<file path="src/core/ccl_pkg.sv">
// Package with constants for the clock conditioner config loader
// Notes on behaviour
// - Loader shifts all 81 bits (89 in the mixed-signal variant) before update
// - After shifting, drop shift, pulse update, apply
// - Update strobe never high while shifting
// - Update strobe returns low until next update
// - Bits 71-73 and 77-80 carry no function
// - Bits 88:87 select glitchless mux inputs
// - Bit 86 enables half-step divide, output C
// - Bit 85 enables half-step divide, output B
// - Bit 84 enables half-step divide, output A
// - Bits 81-88 exist only in mixed-signal variant
// - JTAG bridge drives shift and update, no pins
// - Core-logic loader generates data, shift, update
// - External controller may drive the same signals
// - Mode low selects static configuration instead
package ccl_pkg;
  localparam int CFG_BITS_STD = 81;
  localparam int CFG_BITS_MIX = 89;
  localparam int DONT_CARE_A_LO = 71;
  localparam int DONT_CARE_A_HI = 73;
  localparam int DONT_CARE_B_LO = 77;
  localparam int DONT_CARE_B_HI = 80;
  localparam int MUX_SEL_LSB = 87;
  localparam int MUX_SEL_MSB = 88;
  localparam int OUT_C_HALF_POS = 86;
  localparam int OUT_B_HALF_POS = 85;
  localparam int OUT_A_HALF_POS = 84;
  localparam int RC_OSC_MHZ = 100;
  localparam logic [88:0] ACTIVE_RESET = 89'h0;
  localparam logic [6:0] COUNT_RESET = 7'h00;
endpackage

</file>
<file path="src/core/ccl_link_if.sv">
// Serial configuration link between loader and clock conditioner
`timescale 1ns/1ps
interface ccl_link_if;
  logic serial_config_in;
  logic shift_enable_ctl;
  logic update_strobe;
  modport loader (output serial_config_in, output shift_enable_ctl, output update_strobe);
  modport conditioner (input serial_config_in, input shift_enable_ctl, input update_strobe);
endinterface

</file>
<file path="src/core/ccl_conditioner.sv">
// Clock conditioner end: config shift register and active configuration latch
`timescale 1ns/1ps
module ccl_conditioner #(
  parameter bit MIXED_SIGNAL = 1'b1
) (
  // Clock and reset
  input wire logic mclk_in,
  input wire logic rst_n_in,
  // Serial link from the loader
  ccl_link_if.conditioner link,
  // Mode and static configuration
  input wire logic dynamic_mode_in,
  input wire logic [88:0] static_cfg_in,
  // Effective configuration, decoded fields and update acknowledge
  output logic [88:0] active_cfg_out,
  output logic [1:0] glitchless_mux_select_out,
  output logic out_c_half_step_out,
  output logic out_b_half_step_out,
  output logic out_a_half_step_out,
  output logic update_seen_out
);
  // Shift register group
  logic [88:0] shift_reg;
  logic [88:0] shift_next;
  // Active configuration latch group
  logic [88:0] latch_reg;
  logic [88:0] latch_next;
  // Update acknowledge group
  logic seen_reg;
  logic seen_next;
  // Effective configuration group, source of every data output
  logic [88:0] eff_reg;
  logic [88:0] eff_next;
  // Update accepted only outside a shift; a clash lets the shift win
  logic take_update;

  // Clear positions without function in this variant
  function automatic logic [88:0] cfg_mask(input logic [88:0] cfg_word);
    logic [88:0] kept;
    kept = cfg_word;
    for (int i = 0; i < ccl_pkg::CFG_BITS_MIX; i++) begin
      if ((i >= ccl_pkg::DONT_CARE_A_LO && i <= ccl_pkg::DONT_CARE_A_HI) ||
          (i >= ccl_pkg::DONT_CARE_B_LO && i <= ccl_pkg::DONT_CARE_B_HI)) begin
        kept[i] = 1'b0;
      end else if (!MIXED_SIGNAL && i >= ccl_pkg::CFG_BITS_STD) begin
        kept[i] = 1'b0;
      end
    end
    return kept;
  endfunction

  // Update qualifier shared by latch and acknowledge
  assign take_update = link.update_strobe && !link.shift_enable_ctl;

  // Shift register next value, one bit per enabled edge
  always_comb begin
    shift_next = shift_reg;
    if (link.shift_enable_ctl) begin
      // New bit enters at the top, so the first bit sent lands in bit 0
      if (MIXED_SIGNAL) begin
        shift_next = {link.serial_config_in, shift_reg[88:1]};
      end else begin
        // Short variant: the top eight positions stay clear
        shift_next = {8'h00, link.serial_config_in, shift_reg[80:1]};
      end
    end
  end

  // Shift register
  always_ff @(posedge mclk_in) begin
    if (!rst_n_in) begin
      shift_reg <= ccl_pkg::ACTIVE_RESET;
    end else begin
      shift_reg <= shift_next;
    end
  end

  // Latch next value, whole word copied in one cycle
  always_comb begin
    latch_next = latch_reg;
    if (take_update) begin
      latch_next = cfg_mask(shift_reg);
    end
  end

  // Active configuration latch, holds until the next update
  always_ff @(posedge mclk_in) begin
    if (!rst_n_in) begin
      latch_reg <= ccl_pkg::ACTIVE_RESET;
    end else begin
      latch_reg <= latch_next;
    end
  end

  // Acknowledge next value, one cycle per accepted update
  always_comb begin
    seen_next = take_update;
  end

  // Acknowledge register
  always_ff @(posedge mclk_in) begin
    if (!rst_n_in) begin
      seen_reg <= 1'b0;
    end else begin
      seen_reg <= seen_next;
    end
  end

  // Effective source; the dynamic path follows the new latch without delay
  always_comb begin
    eff_next = cfg_mask(static_cfg_in);
    if (dynamic_mode_in) begin
      eff_next = latch_next;
    end
  end

  // Effective configuration register, keeps data outputs glitch free
  always_ff @(posedge mclk_in) begin
    if (!rst_n_in) begin
      eff_reg <= ccl_pkg::ACTIVE_RESET;
    end else begin
      eff_reg <= eff_next;
    end
  end

  // Field decode from the registered configuration
  assign active_cfg_out = eff_reg;
  assign glitchless_mux_select_out = eff_reg[ccl_pkg::MUX_SEL_MSB:ccl_pkg::MUX_SEL_LSB];
  assign out_c_half_step_out = eff_reg[ccl_pkg::OUT_C_HALF_POS];
  assign out_b_half_step_out = eff_reg[ccl_pkg::OUT_B_HALF_POS];
  assign out_a_half_step_out = eff_reg[ccl_pkg::OUT_A_HALF_POS];
  assign update_seen_out = seen_reg;
endmodule

</file>
<file path="src/flat_wrapper.sv">
// flat-port wrapper written by rule: the top's interface ports become plain ports
module ccl_conditioner_flat 
#(
  parameter bit MIXED_SIGNAL = 1'b1
)
  (mclk_in, rst_n_in, dynamic_mode_in, static_cfg_in, active_cfg_out, glitchless_mux_select_out, out_c_half_step_out, out_b_half_step_out, out_a_half_step_out, update_seen_out, link_serial_config_in, link_shift_enable_ctl, link_update_strobe);
  ccl_link_if link_i ();
  input wire logic mclk_in;
  input wire logic rst_n_in;
  input wire logic dynamic_mode_in;
  input wire logic [88:0] static_cfg_in;
  output logic [88:0] active_cfg_out;
  output logic [1:0] glitchless_mux_select_out;
  output logic out_c_half_step_out;
  output logic out_b_half_step_out;
  output logic out_a_half_step_out;
  output logic update_seen_out;
  input wire logic [$bits(link_i.serial_config_in)-1:0] link_serial_config_in;
  input wire logic [$bits(link_i.shift_enable_ctl)-1:0] link_shift_enable_ctl;
  input wire logic [$bits(link_i.update_strobe)-1:0] link_update_strobe;
  assign link_i.serial_config_in = link_serial_config_in;
  assign link_i.shift_enable_ctl = link_shift_enable_ctl;
  assign link_i.update_strobe = link_update_strobe;
  ccl_conditioner #(.MIXED_SIGNAL(MIXED_SIGNAL)) u_core (.mclk_in(mclk_in), .rst_n_in(rst_n_in), .link(link_i), .dynamic_mode_in(dynamic_mode_in), .static_cfg_in(static_cfg_in), .active_cfg_out(active_cfg_out), .glitchless_mux_select_out(glitchless_mux_select_out), .out_c_half_step_out(out_c_half_step_out), .out_b_half_step_out(out_b_half_step_out), .out_a_half_step_out(out_a_half_step_out), .update_seen_out(update_seen_out));
endmodule
</file>
<file path="config.mk">
export PLATFORM = sky130hd
export DESIGN_NAME = ccl_conditioner_flat
export DESIGN_NICKNAME = d
export VERILOG_FILES = /design/src/core/ccl_pkg.sv /design/src/core/ccl_link_if.sv /design/src/core/ccl_conditioner.sv /design/src/flat_wrapper.sv
export SDC_FILE = /design/constraint.sdc
export NUM_CORES = 1
export LEC_CHECK = 0
export ABC_CLOCK_PERIOD_IN_PS = 1740
export BUFFER_PORTS_ARGS = -buffer_cell sky130_fd_sc_hd__buf_4
export CAP_MARGIN = 20
export CORE_MARGIN = 1
export CORE_UTILIZATION = 54
export CTS_CLUSTER_DIAMETER = 150
export DETAILED_ROUTE_END_ITERATION = 12
export PLACE_DENSITY = 0.78
export REMOVE_ABC_BUFFERS = 1
export SYNTH_ARGS = -nofsm -noshare
export SYNTH_HDL_FRONTEND = slang
export SYNTH_SLANG_ARGS = --single-unit
</file>
<file path="constraint.sdc">
create_clock -name mclk_in -period 1.74 [get_ports mclk_in]
set_input_delay 0.348 -clock mclk_in [delete_from_list [all_inputs] [get_ports mclk_in]]
set_output_delay 0.348 -clock mclk_in [all_outputs]
set_load 0.01 [all_outputs]
</file>
; Word-level counts from Yosys, hierarchy flattened
; Cells that the tools add are included.
[totals]
output_inout_bits = 95
regBits = 268
in_bits = 95
[op_classes]
n_mux = 2
reduce_logical = 3
[ops]
columns = operator, count
row1 = $mux 89, 2
row2 = $reduce_and 2->1, 1
row3 = $logic_and 1x1->1, 1
row4 = $logic_not 1->1, 1

; Depth between registers and ports, before layout
; Gate-level depths: netlist of the first run.
[depth]
word_depth = 4
ltp_mapped = 6

; Least setup slack after synthesis of the first run
; Ideal clock, no wire load.
[synth_timing]
path_kind = in2reg
startpoint = in link_shift_enable_ctl
endpoint = reg u_core.eff_reg[10], in the netlist u_core.active_cfg_out[10]
t_arrival_ns = 1.196
stages = 6
setup_slack_ns = 0.411
path_cell_list = buf_2 -> nand2b_1 -> buf_6 -> buf_6 -> mux2i_1 -> a21oi_1
[synth_via]
elab_chain_cells = 4
[synth_lines]
columns = element, line
row1 = start: declaration, flat_wrapper.sv:19  ; input wire logic [$bits(link_i.shift_enable_ctl)-1:0] link_shift_enable_ctl;
row2 = $logic_not 1->1, ccl_conditioner.sv:53  ; assign take_update = link.update_strobe && !link.shift_enable_ctl;
row3 = $logic_and 1x1->1, ccl_conditioner.sv:53
row4 = $mux 89, ccl_conditioner.sv:81  ; if (take_update) begin
row5 = $mux 89, ccl_conditioner.sv:112  ; if (dynamic_mode_in) begin
row6 = end signal: assignment, ccl_conditioner.sv:120  ; eff_reg <= ccl_pkg::ACTIVE_RESET;
row7 = end signal: assignment, ccl_conditioner.sv:122  ; eff_reg <= eff_next;
row8 = end: declaration, ccl_conditioner.sv:32  ; logic [88:0] eff_reg;
; No other way between the ends.
; A chain may end at the register's enable or synchronous reset.

; Worst setup path in the final report of the first run
[layout_timing]
startpoint = reg u_core.eff_reg[84], in the netlist u_core.active_cfg_out[84]
endpoint = out active_cfg_out[84]
[layout_lines]
columns = element, line
row1 = end: declaration, flat_wrapper.sv:12  ; output logic [88:0] active_cfg_out;
; No word-level cell between the ends.

==> run metrics, run 1 <==
core area=16100 µm²; worst-skew pair later-pin latency=0.52 ns; setup slack, reg-to-reg=0.92 ns; Synth Area in Compound Gates=9.09%; maximum clock rate=751 MHz; WL/cell=14.1 µm; DRT Pass-1 Iters=4; drt drc=0; Final Util=71.1%; Bufs and invs on worst path=1; via count=6389; Worst EP arrival=0.98 ns; Post-Synth XOR/XNOR Area=0%; vias in the first global route=6149; worst r2r src=u_core.shift_reg[49]$_SDFFE_PN0P_; most common flop cell mapped by yosys=dfxtp_1; Die Y=131 µm; largest family of logic cells by synthesized area=multiplexers; most numerous cell in the Yosys netlist=dfxtp_1; asr flop ratio synth=0%; simple-gate share of the synthesized area=8.26%; area leader, netlist=dfxtp_1; gr usage total=20.2%; final hold violation count=0; Yosys warning total=0; R2R cell count=2; P per Cell Area=1120 nW/µm²; Final Cycle Share=76.5%; library cells used by synthesis=14; Netlist Area Pre-Place=9030 µm²; family with the most delay on the worst path=flip-flops; Nets=1116; non-filler cells, final=1255; largest net degree at the start of global routing=90; ANT nets after route=0; Starting Density=56.0%; CP max FO=2; EDFF count, synth=0; Iter 0 DRT Violations=326; Die Area=17200 µm²; Worst-Margin Slew=0.627 ns; Crit Path Category=reg2out; total CTS buffers=27; # diodes=0; FF+latch count, synth=268; clk_skew=0.00823 ns; Max Cap Viol=0; Hold Path Class=in2reg; Placed Cells=1208; Period minus WS final=1.33 ns; crit path launch type=flip-flop; Rel. slew slack=58.2%; Synth-to-Final Area Change=26.9%; fill cell count=1224; fin. max-slew vios=0; Site Rows=46; Post-CTS Setup Inserts=0; Synth top area share=59.4%; Routed WL=17.7 mm; crit path to=active_cfg_out[84]; Num Clock Sinks=268; Die Wd=131 µm; post-synthesis sequential area ratio=59.4%; Placer Congestion=0.713; first-pass GRT wire length=29.4 mm; clk slew on worst S/H paths=0.06 ns; # hold bufs at CTS=0; port bufs=182; Synth Area in Adders=0%; worst setup path start=u_core.active_cfg_out[84]$_SDFF_PN0_; post-synthesis mux area share=19.0%; htree depth=1; CTS tree=done; most frequent cells after synthesis=268 x dfxtp_1, 172 x nor2_1, 171 x mux2i_1, 82 x a21oi_1, 82 x o21ai_0; Crit path depth=1; reg2reg end=u_core.active_cfg_out[49]$_SDFF_PN0_; CP Cell Sequence=buf_4; I/O pins=190; clock root buffer=clkbuf_16; hpwl dp=11.1 mm; initial antenna violation count=0; largest cells by area after synthesis=dfxtp_1 59%, mux2i_1 19%, nor2_1 7.2%; cells after synthesis=864; unrepaired setup endpoints after global routing=false; share of cells above drive strength 1=23.2%; CP max stage cell=dfxtp_1; outcome=complete, no violations; Clock Tree Buf Depth=3; Hold WS=0.0687 ns; post-CTS sizing=0; Worst setup EP type=output port; crit-path max cell delay=0.34 ns; Leakage=5.40 nW; Congestion Overflow GR=0; Final Setup Violations=0; Critical Path RT=1.39 ns; Via density=5.09; Worst VDD drop=0.904 mV; Avg Cell Area, Syn=10.4 µm²
## power by group
part           switching [mW]  total (mW)  internal [mW]  leakage, nW
Combinational           0.432       0.870          0.437         2.79
Sequential             0.0318        6.27           6.24         2.18
Clock                    2.23        5.73           3.50        0.432
## placed cells by master (no fill, tap or decap)
cell type / n
clkbuf_8: 5
bufinv_16: 3
and3_1: 14
clkbuf_16: 27
nand2b_4: 1
buf_4: 189
mux2i_1: 171
buf_12: 11
a21oi_1: 82
clkinvlp_4: 1
nor2_1: 172
inv_6: 1
dfxtp_1: 268
clkbuf_1: 8
clkinv_2: 3
and2_1: 1
o21ai_0: 82
## logic make-up (layout without fill, tap and decap cells)
| family | Yosys count | after routing |
|---|---|---|
| compound gates | 164 | 164 |
| simple gates | 188 | 188 |
| mux | 171 | 171 |
| flops | 268 | 268 |
| buf+inv | 73 | 248 |
## area by class of cell
cell class / instances / area, µm² / share of cell area [%]
sequential: 268 / 5370 / 46.8
clock inverter: 7 / 113 / 0.983
tap: 216 / 270 / 2.36
clock buffer: 40 / 774 / 6.76
multi-input combinational: 523 / 3290 / 28.7
inverter: 1 / 8.76 / 0.0765
timing repair buffer: 200 / 1640 / 14.3
## per-stage QoR
stage	setup WS [ns]	total power, mW	setup TNS, ns	cell area, µm²
4_1_cts	0.394	13.0	0	11500
2_1_floorplan	-2.20	6.75	-408.50	8650
6_report	0.409	12.9	0	11500
3_5_place_dp	0.150	7.28	0	10600
3_3_place_gp	0.202	7.27	0	10600
5_1_grt	0.381	13.3	0	11500
## metal layers
metal	track usage, %	up-vias	part of all wire [%]
li1	-	3238	-
met1	25.6	2972	45
met2	35.1	148	48
met3	4.05	31	4.9
met4	5.10	0	1.9
met5	0	-	0
## worst min-delay path: stages
cell and delay [ns]:
buf_4 0.08, mux2i_1 0.05, nor2_1 0.07
## how the worst min path moves through the flow
stage	endpoint	slack, ns	cells after the start	from
5_1_grt	u_core.shift_reg[88]$_SDFFE_PN0P_	0.05	3	link_serial_config_in
6_report	u_core.shift_reg[88]$_SDFFE_PN0P_	0.07	3	link_serial_config_in
2_1_floorplan	u_core.active_cfg_out[0]$_SDFF_PN0_	0.44	1	dynamic_mode_in
4_1_cts	u_core.shift_reg[88]$_SDFFE_PN0P_	0.05	3	link_serial_config_in
3_5_place_dp	u_core.active_cfg_out[72]$_SDFF_PN0_	0.46	1	u_core.latch_reg[72]$_SDFF_PN0_
3_3_place_gp	u_core.latch_reg[73]$_SDFF_PN0_	0.46	1	u_core.latch_reg[73]$_SDFF_PN0_
No activity file was read; power rests on OpenSTA's default activity.
==> run 2, diff against run 1 <==
--- a/config.mk
+++ b/config.mk
@@ -5,14 +5,14 @@
 export SDC_FILE = /design/constraint.sdc
 export NUM_CORES = 1
 export LEC_CHECK = 0
-export ABC_CLOCK_PERIOD_IN_PS = 1740
+export ABC_CLOCK_PERIOD_IN_PS = 1200
 export BUFFER_PORTS_ARGS = -buffer_cell sky130_fd_sc_hd__buf_4
 export CAP_MARGIN = 20
 export CORE_MARGIN = 1
-export CORE_UTILIZATION = 54
+export CORE_UTILIZATION = 49
 export CTS_CLUSTER_DIAMETER = 150
 export DETAILED_ROUTE_END_ITERATION = 12
-export PLACE_DENSITY = 0.78
+export PLACE_DENSITY = 0.75
 export REMOVE_ABC_BUFFERS = 1
 export SYNTH_ARGS = -nofsm -noshare
 export SYNTH_HDL_FRONTEND = slang
==> constraint.sdc (replaced) <==
create_clock -name mclk_in -period 1.2 [get_ports mclk_in]
set_input_delay 0.24 -clock mclk_in [delete_from_list [all_inputs] [get_ports mclk_in]]
set_output_delay 0.24 -clock mclk_in [all_outputs]
set_load 0.01 [all_outputs]
==> run 2 against run 1 <==
  * The flow now finishes with violations (setup timing)
  * Count of clock-buffer cells in the layout decreased by 5
  * Total power increased by 54%
  * Cell count increased by 6.9%
  * Combinational power increased by 84%
  * Clock skew increased by 0.0047 ns
  * Design area increased by 11%
  * Via count increased by 5.9%
  * Routed wire length increased by 16%
  * Global-route usage increased by 0.36 points
  * Hold slack got worse by 0.060 ns
  * Clock power increased by 57%
  * Register-to-register slack got worse by 0.54 ns
  * Largest cell class unchanged
  * Largest power group unchanged
==> run metrics, run 2 (synthesis results as in run 1) <==
outcome=complete, but fails checks; failing checks=setup timing; core area=18000 µm²; final hold violation count=0; maximum clock rate=819 MHz; htree depth=1; first-pass GRT wire length=31.4 mm; Via density=5.04; family with the most delay on the worst path=flip-flops; Starting Density=50.1%; largest net degree at the start of global routing=57; Congestion Overflow GR=0; CTS tree=done; Worst setup EP type=output port; Final Cycle Share=102%; Crit Path Category=reg2out; Max Cap Viol=0; most frequent cells in the layout=191 x dfxtp_1, 172 x nor2_1, 171 x mux2i_1; crit path launch type=flip-flop; Routed WL=20.6 mm; ANT nets after route=0; Period minus WS final=1.22 ns; DRT Pass-1 Iters=4; clock root buffer=clkbuf_16; hpwl dp=11.9 mm; gr busiest metal=met2; non-filler cells, final=1342; Placer Congestion=0.774; total CTS buffers=27; Worst-Margin Slew=0.381 ns; Hold Path Class=in2reg; Iter 0 DRT Violations=322; GR Util met2=36.3%; # diodes=0; WL/cell=15.3 µm; vias in the first global route=6520; Die Y=138 µm; port bufs=182; setup TNS=-0.0658 ns; Worst VDD drop=1.32 mV; clk_skew=0.0129 ns; Num Clock Sinks=268; clk slew on worst S/H paths=0.07 ns; CP Cell Sequence=buf_6; crit-path max cell delay=0.36 ns; met3 Resource Use GR=3.31%; post-route setup slack=-0.0217 ns; drt drc=0; unrepaired setup endpoints after global routing=true; Clock Tree Buf Depth=3; CP max stage cell=dfxtp_2; Site Rows=49; Final Setup Violations=6; Worst EP arrival=0.98 ns; met1 Usage GRT=25.7%; Nets=1189; I/O pins=190; Placed Cells=1238; Synth-to-Final Area Change=40.9%; worst-skew pair later-pin latency=0.51 ns; Die Area=19000 µm²; initial antenna violation count=0; CP max FO=2; Leakage=5.88 nW; fin. max-slew vios=0; P per Cell Area=1550 nW/µm²; Die Wd=138 µm; gr usage total=20.5%; Bufs and invs on worst path=1; Rel. slew slack=74.6%; most common cell after layout, fill and taps aside=dfxtp_1; Critical Path RT=0.96 ns; share of cells above drive strength 1=30.5%; via count=6766
## run 2: repair_timing
action,4_1_cts,5_1_grt
endpoints found under the hold margin,56,0
endpoints found under the setup margin,54,81
gates resized for setup,85,76
buffers inserted,0,0
hold buffers,56,0
## run 2: report_power, final
group          internal, mW  total, mW  leakage [nW]  switching, mW
combinational         0.892       1.60          3.21          0.709
sequential             9.08       9.15          2.20         0.0778
clock                  5.67       9.02         0.468           3.35
total                  15.6       19.8          5.88           4.14
## run 2: final timing paths
kind | start | to | slack (ns) | depth (start not counted)
worst max-delay path | u_core.active_cfg_out[85]$_SDFF_PN0_ | active_cfg_out[85] | -0.02 | 1
worst min-delay path | static_cfg_in[32] | u_core.active_cfg_out[32]$_SDFF_PN0_ | 0.008 | 3
worst max register to register | u_core.shift_reg[52]$_SDFFE_PN0P_ | u_core.active_cfg_out[52]$_SDFF_PN0_ | 0.38 | 2
worst min register to register | u_core.latch_reg[73]$_SDFF_PN0_ | u_core.active_cfg_out[73]$_SDFF_PN0_ | 0.48 | 1
## run 2: area by class of cell
class	count	area, µm²
clock buffer	35	746
clock inverter	13	226
fill	1309	5300
inverter	1	8.76
multi-input combinational	523	3290
sequential	268	5460
tap	229	287
timing repair buffer	273	2710
## run 2: per-layer routing
layer	part of all wire, %	vias up
met1	43	3196
met3	4.4	38
met4	2.1	0
li1	-	3380
met5	0	-
met2	51	152
## run 2: through the flow
step           total power, mW  worst slack (ns)  instance area [µm²]  util, %  hold WS (ns)
4_1_cts                   19.9           -0.0296                12500     69.6       0.00197
3_5_place_dp              10.6            -0.113                10800     59.8         0.452
2_1_floorplan             9.79             -2.63                 8650        -         0.329
6_report                  19.8           -0.0217                12700     70.6       0.00847
5_1_grt                   20.5           -0.0565                12700     70.6       0.00752
3_3_place_gp              10.6            -0.103                10800     59.8         0.457
==> run 3, diff against run 2 <==
==> constraint.sdc (replaced) <==
create_clock -name mclk_in -period 1.2 [get_ports mclk_in]
set_input_delay 0.12 -clock mclk_in [delete_from_list [all_inputs] [get_ports mclk_in]]
set_output_delay 0.12 -clock mclk_in [all_outputs]
set_load 0.01 [all_outputs]
==> run 3 against run 2 <==
  * First-iteration DRC count down 32%
  * Via count is 0.31% higher
  * Global-route usage down 1.0 points
  * Routed wire length shrank 6.3%
  * Critical path depth is the same
  * Critical path type unchanged
  * Critical endpoint is now out_a_half_step_out
  * The flow now finishes without violations
  * Hold slack better by 0.0079 ns
  * Count of clock-buffer cells in the layout increased by 8
  * Design area is 2.6% lower
  * Core utilization decreased by 1.8 points
==> run metrics, run 3 (synthesis results as in run 1) <==
clk_skew=0.00880 ns; CP Cell Sequence=buf_4; htree depth=1; final hold violation count=0; Nets=1206; fin. max-slew vios=0; Critical Path RT=1.08 ns; first-pass GRT wire length=30.0 mm; reg2reg end=u_core.active_cfg_out[20]$_SDFF_PN0_; Site Rows=49; P per Cell Area=1520 nW/µm²; pre-CTS WS=-0.0231 ns; post-route total power=18.8 mW; ANT nets after route=0; multi-input logic area=3290 µm²; Hold WS=0.0164 ns; Leakage=5.80 nW; Final Cycle Share=94.9%; Iter 0 DRT Violations=219; crit path launch type=flip-flop; worst r2r src=u_core.shift_reg[20]$_SDFFE_PN0P_; Num Clock Sinks=268; port bufs=182; share of cells above drive strength 1=22.0%; Clock Tree Buf Depth=3; Worst VDD drop=1.34 mV; Bufs and invs on worst path=1; total CTS buffers=26; # diodes=0; Placer Congestion=0.747; setup TNS=0 ns; clock root buffer=clkbuf_16; Crit path depth=1; non-filler cells, final=1358; Die Wd=138 µm; CP max FO=2; Via density=5.00; worst setup path start=u_core.active_cfg_out[84]$_SDFF_PN0_; via count=6787; Worst-Margin Slew=0.280 ns; Congestion Overflow GR=0; hpwl dp=11.4 mm; I/O pins=190; Starting Density=50.1%; Routed WL=19.3 mm; drt drc=0; Crit Path Category=reg2out; crit path to=out_a_half_step_out; gr usage total=19.5%; Rel. slew slack=80.8%; vias in the first global route=6370; family with the most delay on the worst path=flip-flops; Placed Cells=1227; post-route setup slack=0.0608 ns; clk slew on worst S/H paths=0.06 ns; Die Y=138 µm; largest net degree at the start of global routing=68; Post-CTS Setup Inserts=0; DRT Pass-1 Iters=4; Period minus WS final=1.14 ns; Register Area=5370 µm²; unrepaired setup endpoints after global routing=false; crit-path max cell delay=0.37 ns; initial antenna violation count=0; fill cell count=1348; most common cell after layout, fill and taps aside=dfxtp_1; maximum clock rate=878 MHz; Worst setup EP type=output port; Worst EP arrival=1.02 ns; core area=18000 µm²; worst-skew pair later-pin latency=0.51 ns; Die Area=19000 µm²; Hold Path Class=in2reg; setup slack, reg-to-reg=0.40 ns; WL/cell=14.2 µm; Max Cap Viol=0; most frequent cells in the layout=268 x dfxtp_1, 192 x buf_4, 172 x nor2_1; R2R cell count=2; Final Setup Violations=0; Synth-to-Final Area Change=37.3%; outcome=complete, no violations; CTS tree=done; CP max stage cell=dfxtp_1
## run 3: cell count changes in the layout (fill, tap and decap cells not counted), moves of 2 or more
cell,previous run,this run
dfxtp_2,77,0
clkbuf_8,4,10
clkinv_2,3,1
clkbuf_1,4,6
dfxtp_1,191,268
dlygate4sd3_1,56,85
clkinvlp_4,3,0
bufinv_16,6,1
buf_6,85,1
buf_4,116,192
buf_12,16,13
## run 3: timing repair
action,CTS,global route
endpoints found under the hold margin,83,0
setup endpoints to repair,0,1
gates resized for setup,0,1
hold buffers,85,0
## run 3: layout make-up
class                           instances  share of cell area, %
Multi-Input combinational cell        523                   26.5
Sequential cell                       268                   43.3
Timing Repair Buffer                  291                   20.7
Clock inverter                          3                  0.374
Inverter                                1                 0.0707
Tap cell                              229                   2.31
Clock buffer                           43                   6.74
## run 3: how the worst min path moves through the flow
stage | from | end | slack (ns) | cells past startpoint
detailed placement | link_serial_config_in | u_core.shift_reg[88]$_SDFFE_PN0P_ | 0.37 | 3
finish | rst_n_in | u_core.active_cfg_out[0]$_SDFF_PN0_ | 0.02 | 3
CTS | rst_n_in | u_core.active_cfg_out[0]$_SDFF_PN0_ | 0.0004 | 3
global route | rst_n_in | u_core.active_cfg_out[0]$_SDFF_PN0_ | 0.01 | 3
floorplan | dynamic_mode_in | u_core.active_cfg_out[0]$_SDFF_PN0_ | 0.21 | 1
global placement | link_serial_config_in | u_core.shift_reg[88]$_SDFFE_PN0P_ | 0.36 | 3
## run 3: through the flow
stage          util [%]  cell area, µm²
2_1_floorplan         -            8650
3_3_place_gp       59.1           10700
3_5_place_dp       59.1           10700
4_1_cts            68.7           12400
5_1_grt            68.7           12400
6_report           68.7           12400
## run 3: layer usage
| layer | up-vias | GRT usage [%] | routed length (µm) |
|---|---|---|---|
| met1 | 3174 | 25.1 | 8640 |
| met2 | 147 | 33.2 | 9430 |
| li1 | 3431 | - | - |
| met4 | 0 | 6.16 | 398 |
| met3 | 35 | 3.35 | 810 |
| met5 | - | 0 | 0 |
## run 3: report_power, final
part | switching [mW] | total, mW | internal, mW
Clock | 3.24 | 8.18 | 4.95
Combinational | 0.703 | 1.54 | 0.836
Sequential | 0.0499 | 9.10 | 9.05
